### config.mk
export PLATFORM = sky130hd
export DESIGN_NAME = sasd_datapath
export DESIGN_NICKNAME = d
export VERILOG_FILES = /design/src/design/sasd_pkg.sv /design/src/design/sasd_datapath.sv /design/src/design/sasd_sub_unit.sv
export SDC_FILE = /design/constraint.sdc
export NUM_CORES = 1
export LEC_CHECK = 0
export ABC_CLOCK_PERIOD_IN_PS = 2660
export BUFFER_PORTS_ARGS = -buffer_cell sky130_fd_sc_hd__buf_4
export CAP_MARGIN = 20
export CORE_ASPECT_RATIO = 1.4
export CORE_MARGIN = 2
export CORE_UTILIZATION = 45
export DETAILED_ROUTE_END_ITERATION = 7
export PLACE_DENSITY = 0.76
export SETUP_SLACK_MARGIN = 0.15
export SYNTH_ARGS = -nofsm -noshare
export SYNTH_HDL_FRONTEND = slang
export SYNTH_SLANG_ARGS = --single-unit
### constraint.sdc
create_clock -name pclk -period 2.66 [get_ports pclk]
set_clock_uncertainty 0.15 [all_clocks]
set_input_delay 0.399 -clock pclk [delete_from_list [all_inputs] [get_ports pclk]]
set_output_delay 0.399 -clock pclk [all_outputs]
set_load 0.02 [all_outputs]
### src/design/sasd_pkg.sv
package sasd_pkg;

  // datapath widths
  localparam int DATA_W   = 8;
  localparam int FLAGS_W  = 6;
  localparam int BITSEL_W = 3;

  // instruction codes presented by the sequencer
  typedef enum logic [2:0] {
    OP_NONE                           = 3'h0,
    OP_INCR_TO_ACCUM_SKIP_IF_NIL      = 3'h1,
    OP_SKIP_IF_NONNULL_BIT            = 3'h2,
    OP_SKIP_IF_NONNULL_BYTE           = 3'h3,
    OP_SUB_MEM                        = 3'h4
  } sasd_op_t;

  typedef enum logic [0:0] {
    ST_RUN   = 1'b0,
    ST_DUMMY = 1'b1
  } sasd_state_t;

  // status flag field positions
  localparam int FLG_CARRY     = 0;
  localparam int FLG_HALF_BRW  = 1;
  localparam int FLG_ZERO      = 2;
  localparam int FLG_SIGNED_OV = 3;
  localparam int FLG_SIGN_BRW  = 4;
  localparam int FLG_CHAIN_NUL = 5;

  // register map, byte addresses
  localparam logic [7:0] ADDR_ACC    = 8'h00;
  localparam logic [7:0] ADDR_FLAGS  = 8'h04;
  localparam logic [7:0] ADDR_STATUS = 8'h08;
  localparam logic [7:0] ADDR_SKIPS  = 8'h0C;

  // status register fields
  localparam int STS_BUSY      = 0;
  localparam int STS_LAST_SKIP = 1;

  // reset values
  localparam logic [DATA_W-1:0]  ACC_RST   = 8'h00;
  localparam logic [FLAGS_W-1:0] FLAGS_RST = 6'h00;
  localparam logic [15:0]        SKIPS_RST = 16'h0000;

endpackage : sasd_pkg

### src/design/sasd_datapath.sv
// The implementer's own choices: the address map and register access over APB.
`timescale 1ns/1ps
module sasd_datapath
  import sasd_pkg::*;
#(
  parameter int ADDR_W = 8,
  parameter int MEM_AW = 8
) (
  // clock and reset
  input  wire logic               pclk,
  input  wire logic               presetn,
  // apb slave
  input  wire logic               psel,
  input  wire logic               penable,
  input  wire logic               pwrite,
  input  wire logic [ADDR_W-1:0]  paddr,
  input  wire logic [31:0]        pwdata,
  output logic      [31:0]        prdata,
  output logic                    pready,
  output logic                    pslverr,
  // sequencer issue
  input  wire logic               instr_valid,
  input  wire logic [2:0]         instr_op,
  input  wire logic [BITSEL_W-1:0] instr_bit,
  input  wire logic [MEM_AW-1:0]  instr_addr,
  output logic                    instr_ready,
  output logic                    instr_done,
  output logic                    skip_dummy,
  // data memory
  input  wire logic [DATA_W-1:0]  mem_rdata,
  output logic                    mem_wr,
  output logic      [MEM_AW-1:0]  mem_waddr,
  output logic      [DATA_W-1:0]  mem_wdata,
  // core state
  output logic      [DATA_W-1:0]  working_register,
  output logic      [FLAGS_W-1:0] status_flags
);

  // widened first so the upper-bit test stays legal when ADDR_W is exactly 8
  function automatic logic addr_mapped(input logic [ADDR_W-1:0] a);
    logic [31:0] wide;
    logic [7:0]  lo;
    wide        = 32'(a);
    lo          = wide[7:0];
    addr_mapped = (wide[31:8] == 24'h00_0000) &&
                  (lo == ADDR_ACC || lo == ADDR_FLAGS || lo == ADDR_STATUS || lo == ADDR_SKIPS);
  endfunction : addr_mapped

  sasd_state_t            state_q;
  logic [DATA_W-1:0]      acc_q;
  logic [FLAGS_W-1:0]     flags_q;
  logic                   done_q;
  logic                   last_skip_q;
  logic [15:0]            skips_q;
  logic                   mem_wr_q;
  logic [MEM_AW-1:0]      mem_waddr_q;
  logic [DATA_W-1:0]      mem_wdata_q;
  logic [31:0]            prdata_q;

  logic                   accept;
  logic                   skip_d;
  logic [DATA_W-1:0]      inc_val;
  logic [DATA_W-1:0]      sub_diff;
  logic [FLAGS_W-1:0]     sub_flags;
  logic                   apb_wr;
  logic [7:0]             reg_sel;

  assign instr_ready      = (state_q == ST_RUN);
  assign accept           = instr_valid && instr_ready;
  assign skip_dummy       = (state_q == ST_DUMMY);
  assign instr_done       = done_q;
  assign mem_wr           = mem_wr_q;
  assign mem_waddr        = mem_waddr_q;
  assign mem_wdata        = mem_wdata_q;
  assign working_register = acc_q;
  assign status_flags     = flags_q;

  assign pready  = 1'b1;
  assign pslverr = psel && penable && !addr_mapped(paddr);
  assign prdata  = prdata_q;
  assign apb_wr  = psel && penable && pwrite && addr_mapped(paddr);
  assign reg_sel = paddr[7:0];

  assign inc_val = 8'(mem_rdata + 8'h01);

  sasd_sub_unit u_sub (
    .minuend    (acc_q),
    .subtrahend (mem_rdata),
    .diff       (sub_diff),
    .flags      (sub_flags)
  );

  always_comb begin
    case (sasd_op_t'(instr_op))
      OP_INCR_TO_ACCUM_SKIP_IF_NIL: skip_d = (inc_val == 8'h00);
      OP_SKIP_IF_NONNULL_BIT:       skip_d = mem_rdata[instr_bit];
      OP_SKIP_IF_NONNULL_BYTE:      skip_d = (mem_rdata != 8'h00);
      default:                      skip_d = 1'b0;
    endcase
  end

  // one dummy cycle after a skipping instruction; issue is held off meanwhile
  always_ff @(posedge pclk or negedge presetn) begin
    if (!presetn) begin
      state_q <= ST_RUN;
    end else begin
      case (state_q)
        ST_RUN:   state_q <= (accept && skip_d) ? ST_DUMMY : ST_RUN;
        ST_DUMMY: state_q <= ST_RUN;
        default:  state_q <= ST_RUN;
      endcase
    end
  end

  always_ff @(posedge pclk or negedge presetn) begin
    if (!presetn) begin
      done_q      <= 1'b0;
      last_skip_q <= 1'b0;
      skips_q     <= SKIPS_RST;
    end else begin
      done_q <= accept;
      if (accept) begin
        last_skip_q <= skip_d;
      end
      if (accept && skip_d) begin
        skips_q <= 16'(skips_q + 16'h0001);
      end
    end
  end

  // the instruction wins over a same-cycle software write
  always_ff @(posedge pclk or negedge presetn) begin
    if (!presetn) begin
      acc_q <= ACC_RST;
    end else if (accept && sasd_op_t'(instr_op) == OP_INCR_TO_ACCUM_SKIP_IF_NIL) begin
      acc_q <= inc_val;
    end else if (accept && sasd_op_t'(instr_op) == OP_SUB_MEM) begin
      acc_q <= sub_diff;
    end else if (apb_wr && reg_sel == ADDR_ACC) begin
      acc_q <= pwdata[DATA_W-1:0];
    end
  end

  // only the subtract and a software write touch flags; skip forms fall through unchanged
  always_ff @(posedge pclk or negedge presetn) begin
    if (!presetn) begin
      flags_q <= FLAGS_RST;
    end else if (accept && sasd_op_t'(instr_op) == OP_SUB_MEM) begin
      flags_q <= sub_flags;
    end else if (apb_wr && reg_sel == ADDR_FLAGS) begin
      flags_q <= pwdata[FLAGS_W-1:0];
    end
  end

  // write-back of the byte test; increment-skip never writes memory
  always_ff @(posedge pclk or negedge presetn) begin
    if (!presetn) begin
      mem_wr_q    <= 1'b0;
      mem_waddr_q <= '0;
      mem_wdata_q <= '0;
    end else begin
      mem_wr_q <= accept && sasd_op_t'(instr_op) == OP_SKIP_IF_NONNULL_BYTE;
      if (accept && sasd_op_t'(instr_op) == OP_SKIP_IF_NONNULL_BYTE) begin
        mem_waddr_q <= instr_addr;
        mem_wdata_q <= mem_rdata;
      end
    end
  end

  // read data captured in the setup phase, so it is ready in the access phase
  always_ff @(posedge pclk or negedge presetn) begin
    if (!presetn) begin
      prdata_q <= 32'h0000_0000;
    end else if (psel && !penable && !pwrite) begin
      prdata_q <= 32'h0000_0000;
      if (addr_mapped(paddr)) begin
        case (reg_sel)
          ADDR_ACC:    prdata_q <= {24'h00_0000, acc_q};
          ADDR_FLAGS:  prdata_q <= {26'h000_0000, flags_q};
          ADDR_STATUS: prdata_q <= {30'h0000_0000, last_skip_q, (state_q == ST_DUMMY)};
          ADDR_SKIPS:  prdata_q <= {16'h0000, skips_q};
          default:     prdata_q <= 32'h0000_0000;
        endcase
      end
    end
  end

  logic is_inc;
  logic is_bit;
  logic is_byte;
  logic is_sub;
  assign is_inc  = accept && sasd_op_t'(instr_op) == OP_INCR_TO_ACCUM_SKIP_IF_NIL;
  assign is_bit  = accept && sasd_op_t'(instr_op) == OP_SKIP_IF_NONNULL_BIT;
  assign is_byte = accept && sasd_op_t'(instr_op) == OP_SKIP_IF_NONNULL_BYTE;
  assign is_sub  = accept && sasd_op_t'(instr_op) == OP_SUB_MEM;

  // operand copies for the checks, taken every edge
  logic [DATA_W-1:0]   chk_acc_q;
  logic [DATA_W-1:0]   chk_mem_q;
  logic [BITSEL_W-1:0] chk_bit_q;
  always_ff @(posedge pclk or negedge presetn) begin
    if (!presetn) begin
      chk_acc_q <= '0;
      chk_mem_q <= '0;
      chk_bit_q <= '0;
    end else begin
      chk_acc_q <= acc_q;
      chk_mem_q <= mem_rdata;
      chk_bit_q <= instr_bit;
    end
  end
endmodule : sasd_datapath

### src/design/sasd_sub_unit.sv
`timescale 1ns/1ps
module sasd_sub_unit
  import sasd_pkg::*;
(
  // operands
  input  wire logic [DATA_W-1:0]  minuend,
  input  wire logic [DATA_W-1:0]  subtrahend,
  // result
  output logic      [DATA_W-1:0]  diff,
  output logic      [FLAGS_W-1:0] flags
);

  logic [DATA_W:0] full;
  logic [4:0]      low_nib;
  logic            ovf;

  always_comb begin
    full    = {1'b0, minuend} - {1'b0, subtrahend};
    low_nib = {1'b0, minuend[3:0]} - {1'b0, subtrahend[3:0]};
    diff    = full[DATA_W-1:0];
    ovf     = (minuend[7] ^ subtrahend[7]) & (minuend[7] ^ diff[7]);
    flags   = '0;
    // carry means no borrow: cleared only on a negative difference
    flags[FLG_CARRY]     = ~full[DATA_W];
    flags[FLG_HALF_BRW]  = ~low_nib[4];
    flags[FLG_ZERO]      = (diff == 8'h00);
    flags[FLG_SIGNED_OV] = ovf;
    // set when the signed minuend is not below the subtrahend
    flags[FLG_SIGN_BRW]  = ~(diff[7] ^ ovf);
    // single-byte subtract has no chain, so it follows zero
    flags[FLG_CHAIN_NUL] = (diff == 8'h00);
  end

endmodule : sasd_sub_unit

== Word level (Yosys, flattened, before mapping) ==
Cells that the tools add are included.
Word-level totals
  flip-flop bits (word level): 82
  bits in latches: 0
  bits in writable memories: 0
  bits in read-only memories: 0
  input bits: 68
  output and inout port bits: 68
  word-level logic and storage cells: 67
  memories kept: 0
Cells by class
  add/sub/neg operators: 4
  multipliers: 0
  divide/modulo/power cells: 0
  $lt $le $gt $ge: 1
  equal/unequal tests: 7
  shift operators: 0
  multiplexer cells: 12
  bitwise operators: 8
  reductions and logical operators: 25
Operators with widths (number)
  $pmux 16 s4: 1
  $mux 32: 1
  $logic_not 8->1: 3
  $mux 8: 3
  $add 16x1->16 const B: 1
  $eq 8x4->1 const B: 2
  $logic_and 1x1->1: 13
  $mux 6: 2
  $sub 8x8->9: 1
  $add 8x1->8 const B: 1
  $eq 8x3->1 const B: 1
  $reduce_bool 8->1: 1
  $eq 3x2->1 const B: 2
  $sub 4x4->5: 1
  $lt 3x4->1 const B: 1
  $not 1->1: 4
  $bmux 1 s3: 1
  $eq 3x1->1 const B: 1
  $eq 3x3->1 const B: 1
  $logic_not 1->1: 3
  $logic_or 1x1->1: 3
  $pmux 1 s3: 1
  $reduce_bool 3->1: 1
  $xor 1x1->1: 3
  other kinds (4): 5

== Logic depth before layout (Yosys ltp) ==
Gate-level depths: netlist (run 1).
  depth in word-level cells: 9
  depth in mapped cells: 14
  mapped depth without buffers: 14

== By module ==
Synthesis (run 1) repeated with hierarchy kept, for this count alone.
Second synthesis, totals
  cells, all modules: 380
  area, all modules: 3883.7 um2
Modules (own cells, without submodules)
  sasd_datapath: instances 1, cells each 321, area each 3465.8 um2, seq. area each 1651.6 um2
  sasd_sub_unit: instances 1, cells each 59, area each 417.9 um2, seq. area each 0.0 um2

== Worst setup path after synthesis (run 1) ==
No wires, ideal clock.
  kind: reg2reg
  start point: register acc_q[1], in the netlist working_register[1]
  end point: register flags_q[2], in the netlist status_flags[2]
  setup time: 0.078 ns
  arrival: 2.835 ns
  required time: 2.432 ns
  path slack: -0.402 ns
  stages on the path, launching flop included: 14
  path buffers: 0
  clock period less this slack: 3.062 ns
  cells stage by stage: dfrtp_1 -> ha_1 -> nor2b_1 -> o21a_1 -> o21ai_0 -> a21oi_1 -> o21ai_0 -> nand2b_1 -> fa_1 -> nor2_1 -> nand3_1 -> a211oi_1 -> o2111ai_1 -> a21oi_1
Between the ends
  cells in the longest elaborated chain, start to end: 3
RTL lines
  from (decl): line sasd_datapath.sv:50  | logic [DATA_W-1:0] acc_q;
  from (signal assigned): line sasd_datapath.sv:136  | acc_q <= inc_val;
  from (signal assigned): line sasd_datapath.sv:138  | acc_q <= sub_diff;
  from (signal assigned): line sasd_datapath.sv:140  | acc_q <= pwdata[DATA_W-1:0];
  $sub 8x8->9: line sasd_sub_unit.sv:18  | full = {1'b0, minuend} - {1'b0, subtrahend};
  $logic_not 8->1: line sasd_sub_unit.sv:26  | flags[FLG_ZERO] = (diff == 8'h00);
  $mux 6: line sasd_datapath.sv:148  | end else if (accept && sasd_op_t'(instr_op) == OP_SUB_MEM) begin
  to (signal assigned): line sasd_datapath.sv:149  | flags_q <= sub_flags;
  to (signal assigned): line sasd_datapath.sv:151  | flags_q <= pwdata[FLAGS_W-1:0];
  to (decl): line sasd_datapath.sv:51  | logic [FLAGS_W-1:0] flags_q;
No other way between the ends.
A chain may end at the register's enable or synchronous reset.

== Worst setup path in the final report (run 1) ==
  start point: register acc_q[1], in the netlist working_register[1]
  end point: register flags_q[5], in the netlist status_flags[5]
Between the ends
  cells in the longest elaborated chain, start to end: 3
RTL lines
  $sub 8x8->9: line sasd_sub_unit.sv:18
  $logic_not 8->1: line sasd_sub_unit.sv:31  | flags[FLG_CHAIN_NUL] = (diff == 8'h00);
  $mux 6: line sasd_datapath.sv:148
No other way between the ends.

==> results of run 1 <==
## routing by layer
| metal | routed length [um] | vias to the layer above |
|---|---|---|
| met1 | 3950 | 1657 |
| met5 | 0 | - |
| met3 | 431 | 15 |
| li1 | - | 1613 |
| met2 | 5380 | 109 |
| met4 | 203 | 0 |
## report_power, final
part	internal [W]	switching, W
clock network	0.000650	0.000430
logic	0.000545	0.000588
registers	0.00114	0.000135
## registers in the layout, summed over array words and instances, names as in the netlist
name              count
instr_done            1
last_skip_q           1
mem_waddr             8
mem_wdata             8
mem_wr                1
prdata               16
skip_dummy            1
skips_q              16
status_flags          6
working_register      8
## cell families (layout without fill, tap and decap cells)
group           after synthesis  count (layout)  share of synthesized area
fa+ha+maj                    13              13                     0.0468
other cells                   2              17                    0.00198
simple gates                143             143                      0.188
compound gates               83              83                      0.148
flops                        66              66                      0.435
buf+inv                      47             166                     0.0646
mux                          16              16                     0.0587
xor+xnor                     23              23                     0.0570
## timing repair
action,CTS,global route
setup endpoints to repair,4,7
buffers inserted,1,0
pin swaps,4,6
gates resized for setup,3,5
## path summary, 6_finish.rpt
kind / to / slack (ps) / cells past startpoint
setup reg to reg: status_flags[5]$_DFFE_PN0P_ / -110 / 13
hold reg to reg: mem_waddr[0]$_DFFE_PN0P_ / 320 / 2
hold / removal: prdata[15]$_DFFE_PN0P_ / 20 / 1
setup / recovery: status_flags[5]$_DFFE_PN0P_ / -110 / 13
min in group pclk: mem_waddr[2]$_DFFE_PN0P_ / 110 / 3
max in group asynchronous: working_register[1]$_DFFE_PN0P_ / 1780 / 1
## cells in the final DEF (no fill, tap or decap), drive strengths merged, types with 3 or more instances in the layout
cell type / Yosys / final
o21a: 3 / 3
nand3: 13 / 13
clkinv: 2 / 4
inv: 14 / 14
nand2: 64 / 64
dfrtp: 66 / 66
nand2b: 4 / 4
ha: 11 / 11
and3: 7 / 7
nand4: 8 / 8
a21oi: 6 / 6
a22o: 10 / 10
mux2: 7 / 7
a31o: 3 / 3
mux2i: 5 / 5
a22oi: 6 / 6
nor2: 25 / 25
buf: 19 / 135
or3: 4 / 4
conb: 2 / 17
o211ai: 4 / 4
nor3: 4 / 4
xor2: 6 / 6
clkbuf: 12 / 11
xnor2: 17 / 17
mux4: 4 / 4
o21ai: 33 / 33
a21o: 3 / 3
## through the flow
stage               setup slack [ps]  cells
floorplan                       -158    408
global placement                -254    613
finish                          -111    629
detailed placement              -315    613
CTS                             -108    629
global route                    -348    629
## critical path: cells and delay by family (launching register included)
kind	cells	cell delay, ps
compound gates	7	1050
fa+ha+maj	2	670
simple gates	4	400
flops	1	430
## cell usage after synthesis (all sizes together), types with 5 or more instances
cell,count
a22o,10
nand2,64
mux2,7
clkbuf,12
and3,7
buf,19
xor2,6
inv,14
dfrtp,66
a21oi,6
nand3,13
nor2,25
nand4,8
a22oi,6
ha,11
mux2i,5
xnor2,17
o21ai,33
## cell type report
class / count / area, um2
Fill cell: 700 / 3040
Multi-Input combinational cell: 295 / 2030
Sequential cell: 66 / 1650
Timing Repair Buffer: 135 / 1010
Clock buffer: 11 / 243
Tap cell: 102 / 128
Inverter: 16 / 60.1
Clock inverter: 4 / 28.8
==> results by group, run 1 <==
Die
  – Die Wd: 81.6 um
  – Area of the core: 0.00820 mm2
  – Num rows: 39
  – Initial Util: 0.463
  – Die Area: 0.00920 mm2
  – Die extent in y: 113 um
  – Num ports: roughly 140

GRT
  – Number of global-route vias before repair: 3307
  – Met2 GRT Util: 0.404
  – GRT Overall Usage: 0.232
  – Grt ovf: 0
  – Global routing met3 resource utilization: 0.0442
  – Met1 usage: 0.277
  – First-pass GRT wire length: 16100 um
  – Top Usage Layer GRT: met2
  – Initial antenna violation count: 0
  – Maximum number of pins on one net before global-route repair: 67

Routing
  – WL final: 9970 um
  – Detailed-route via count: 3394
  – # DRC: 0
  – First-pass DRT Iterations: 6
  – ANT nets after route: 0
  – Routed WL per cell: 15.8 um
  – Via density: 5.40
  – DRT iter0 DRCs: slightly below 200

Timing
  – Final worst slack: -111 ps
  – Setup TNS: -214 ps
  – Hold slack: 21.6 ps
  – Max Clock Freq: 0.361 GHz
  – Final-report max-slew violation count: 0
  – Min Tclk post-route: about 2800 ps
  – Crit share post-route: 1.04
  – Final hold vios: 0
  – RSZ-0062 raised after global routing: yes
  – Least-Margin Pin Slew: 820 ps
  – Rel. slew slack: 0.453
  – Setup violators final: 3

Critical path
  – Worst-path fanout max: 2
  – WP data required: approximately 2800 ps
  – Critical path's largest stage delay: 460 ps
  – Crit-path cells: ha_4, nor2b_4, o21a_1, o21ai_2, a21oi_2, o21ai_1, nand2b_1, fa_1, nor2_1, nand3_1, a211oi_2, o2111ai_2, a21oi_1
  – CP arrival: 2880 ps
  – CP startpoint: working_register[1]$_DFFE_PN0P_
  – Critical path class: reg -> reg
  – Crit path capture type: register
  – Reg-to-reg startpoint: working_register[1]$_DFFE_PN0P_
  – Slowest cell on crit path: fa_1
  – Worst Setup Start Kind: register

Clock tree
  – Hold-fix buffers, CTS: 0
  – CTS H-Tree Depth: 3
  – CTS tree: built
  – Clock Sinks: 66
  – CTS Buf Count: 9
  – Worst-Skew Late Latency: between 300 and 400 ps
  – Root Driver: clkbuf_16
  – Max Root-Sink Buffers: 2
  – CTS clk-pin slew, worst paths: 50 ps

Layout
  – Share of layout cells above drive strength 1: 0.357
  – N_diodes: 0
  – Final Util: 0.629
  – Nets: between 600 and 700
  – Final Cell Area: 0.00516 mm2
  – Area growth syn-to-layout: 35.9%

Logic synthesis
  – Post-Syn Instances: 393
  – Yosys reg bits: 66
  – Top post-synthesis cells by area: dfrtp_1 (44%), nand2_1 (6.3%), o21ai_0 (4.2%)
  – Mean Syn Cell Area: 9.66 um2
  – Top cell type's share of synthesized area: 0.435
  – Post-synthesis sequential area ratio: 0.435
  – Most common flop cell mapped by yosys: dfrtp_1
  – Post-synth top area cell: dfrtp_1
  – Synth warn: 0
  – Post-Synthesis Cell Area: 0.00380 mm2
  – Distinct cells, synth: 62
  – Post-synth EDFFs: 0
  – Async SR Flop Fraction: 1.00

Placed design
  – Hpwl dp: 7720 um
  – Placed inst area: 0.00483 mm2
  – Port Buffers: 94
  – RePlAce Congestion: 0.930

Status
  – Failing checks: setup timing
  – Status: finished, violations left

Pwr
  – Leakage: ~2.6 nW
  – Maximum VDD drop: ~460 uV
  – Pwr Total: 0.00349 W
  – PwrDens: 676 mW/mm2

Min path
  – HP Class: in -> async

Run
  – Max-Cap Viols: 0
No activity file was read; power rests on OpenSTA's default activity.
==> run 2, diff against run 1 <==
--- a/config.mk
+++ b/config.mk
@@ -9,7 +9,6 @@
 export BUFFER_PORTS_ARGS = -buffer_cell sky130_fd_sc_hd__buf_4
 export CAP_MARGIN = 20
 export CORE_ASPECT_RATIO = 1.4
-export CORE_MARGIN = 2
 export CORE_UTILIZATION = 45
 export DETAILED_ROUTE_END_ITERATION = 7
 export PLACE_DENSITY = 0.76
==> results by group, run 2 (synthesis gave the netlist of run 1 again) <==
Status
  – Status: finished, violations left
  – Failing checks: setup timing

Layout
  – Nets: 607
  – Most frequent cells in the layout: buf_4 (137), dfrtp_1 (65), nand2_1 (64)
  – Area growth syn-to-layout: 38.0%
  – Most common cell after layout, fill and taps aside: buf_4
  – Share of layout cells above drive strength 1: 0.373
  – Final Cell Area: 0.00524 mm2
  – N_diodes: 0

Critical path
  – Worst Setup Start Kind: register
  – Crit path capture type: register
  – WP data required: between 2000 and 3000 ps
  – Reg2Reg Capture Point: status_flags[2]$_DFFE_PN0P_
  – Flop2flop setup slack: -100 ps
  – Worst-path fanout max: 2
  – Reg-to-reg startpoint: working_register[1]$_DFFE_PN0P_
  – Critical Path Sink: status_flags[2]$_DFFE_PN0P_
  – CP startpoint: working_register[1]$_DFFE_PN0P_
  – Slowest cell on crit path: fa_1
  – CP arrival: 2870 ps
  – Critical path's largest stage delay: 450 ps
  – CP most frequent cell: a21oi_2
  – R2r worst-path depth: 13
  – Crit-path cells: ha_4, nor2b_4, o21a_1, o21ai_2, a21oi_2, o21ai_1, nand2b_1, fa_1, nor2_1, nand3_1, a211oi_2, o2111ai_2, a21oi_2
  – Critical path class: reg -> reg

Clock tree
  – CTS clk-pin slew, worst paths: 50 ps
  – Worst-Skew Late Latency: approximately 340 ps
  – Root Driver: clkbuf_16
  – Max Root-Sink Buffers: 2
  – CTS Buf Count: 9
  – CTS H-Tree Depth: 3
  – CTS tree: built
  – Clock Sinks: 66

Routing
  – WL final: 10100 um
  – Detailed-route via count: about 3400
  – First-pass DRT Iterations: 4
  – DRT iter0 DRCs: 202
  – ANT nets after route: 0
  – Via density: 5.36
  – # DRC: 0
  – Routed WL per cell: around 16 um

Timing
  – Least-Margin Pin Slew: 836 ps
  – Max Clock Freq: ~0.36 GHz
  – Min Tclk post-route: approximately 2800 ps
  – Setup TNS: -204 ps
  – Final hold vios: 0
  – Final worst slack: -96.2 ps
  – Rel. slew slack: 0.442
  – Final-report max-slew violation count: 0
  – RSZ-0062 raised after global routing: yes
  – Setup violators final: 3
  – Crit share post-route: 1.04

Die
  – Die Wd: 79.6 um
  – Num ports: 136
  – Initial Util: 0.466
  – Area of the core: 0.00815 mm2
  – Die Area: 0.00881 mm2
  – Die extent in y: between 100 and 150 um
  – Num rows: 39

Placed design
  – Placed inst area: 0.00482 mm2
  – Hpwl dp: 7740 um
  – Port Buffers: 94
  – RePlAce Congestion: 0.856

Min path
  – HP Class: in -> async

GRT
  – GRT Overall Usage: 0.244
  – Grt ovf: 0
  – Maximum number of pins on one net before global-route repair: 67
  – Initial antenna violation count: 0
  – Number of global-route vias before repair: approximately 3400
  – First-pass GRT wire length: 16200 um

Pwr
  – PwrDens: between 600 and 700 mW/mm2
  – Maximum VDD drop: 380 uV
  – Leakage: 2.61 nW

Run
  – Max-Cap Viols: 0
-- run 2: cell types whose count changed in the layout (fill, tap and decap cells not counted), sizes merged --
cell	delta
clkinvlp	-1
bufinv	+1
clkinv	+1
buf	+3
-- run 2: layout make-up --
cell class | count | area (um2)
Timing Repair Buffer | 138 | 1040
Inverter | 16 | 60.1
Clock buffer | 11 | 253
Sequential cell | 66 | 1650
Multi-Input combinational cell | 295 | 2050
Clock inverter | 5 | 52.6
Fill cell | 658 | 2910
Tap cell | 102 | 128
-- run 2: timing repair --
action	CTS	global route
resized for setup	4	9
buffers inserted	3	3
pin swaps	1	3
setup endpoints to repair	4	10
hold buffers	0	0
-- run 2: worst min-delay path by stage --
stage | start | to | slack [ps]
6_report | presetn | mem_wr$_DFF_PN0_ | 20
5_1_grt | presetn | mem_wr$_DFF_PN0_ | 90
4_1_cts | presetn | mem_waddr[6]$_DFFE_PN0P_ | 50
3_5_place_dp | mem_waddr[3]$_DFFE_PN0P_ | mem_waddr[3]$_DFFE_PN0P_ | 310
3_3_place_gp | mem_waddr[1]$_DFFE_PN0P_ | mem_waddr[1]$_DFFE_PN0P_ | 310
2_1_floorplan | presetn | instr_done$_DFF_PN0_ | -50
-- run 2: per-layer routing --
layer | vias up | GRT usage | wire [um]
met2 | 109 | 0.416 | 5310
met1 | 1642 | 0.276 | 3870
met5 | - | 0 | 0
met4 | 0 | 0.155 | 494
met3 | 29 | 0.0387 | 410
li1 | 1615 | - | -
-- run 2: power breakdown --
part	total [W]	switching (W)	leakage, nW	internal, W
Combinational	0.00117	0.000597	1.60	0.000574
Clock	0.00120	0.000435	0.151	0.000770
Sequential	0.00127	0.000131	0.858	0.00114
Total	0.00365	0.00116	2.61	0.00249
-- run 2: critical path, delay by kind of cell (launching register included) --
family	cells	cell delay (ps)
adders and majority gates	2	660
and+or+nand+nor	4	390
DFF	1	420
AOI/OAI and AO/OA	7	1060
-- run 2: metrics by stage --
stage                     hold slack, ps  std cells  utilization  worst slack, ps  total power, W
after floorplan                    -46.6        408            -             -158         0.00189
after global placement               312        611        0.591             -255         0.00234
after detailed placement             314        611        0.591             -325         0.00237
after CTS                           48.4        630        0.635             -110         0.00361
after global routing                89.7        633        0.643             -273         0.00382
final                               16.9        633        0.643            -96.2         0.00365
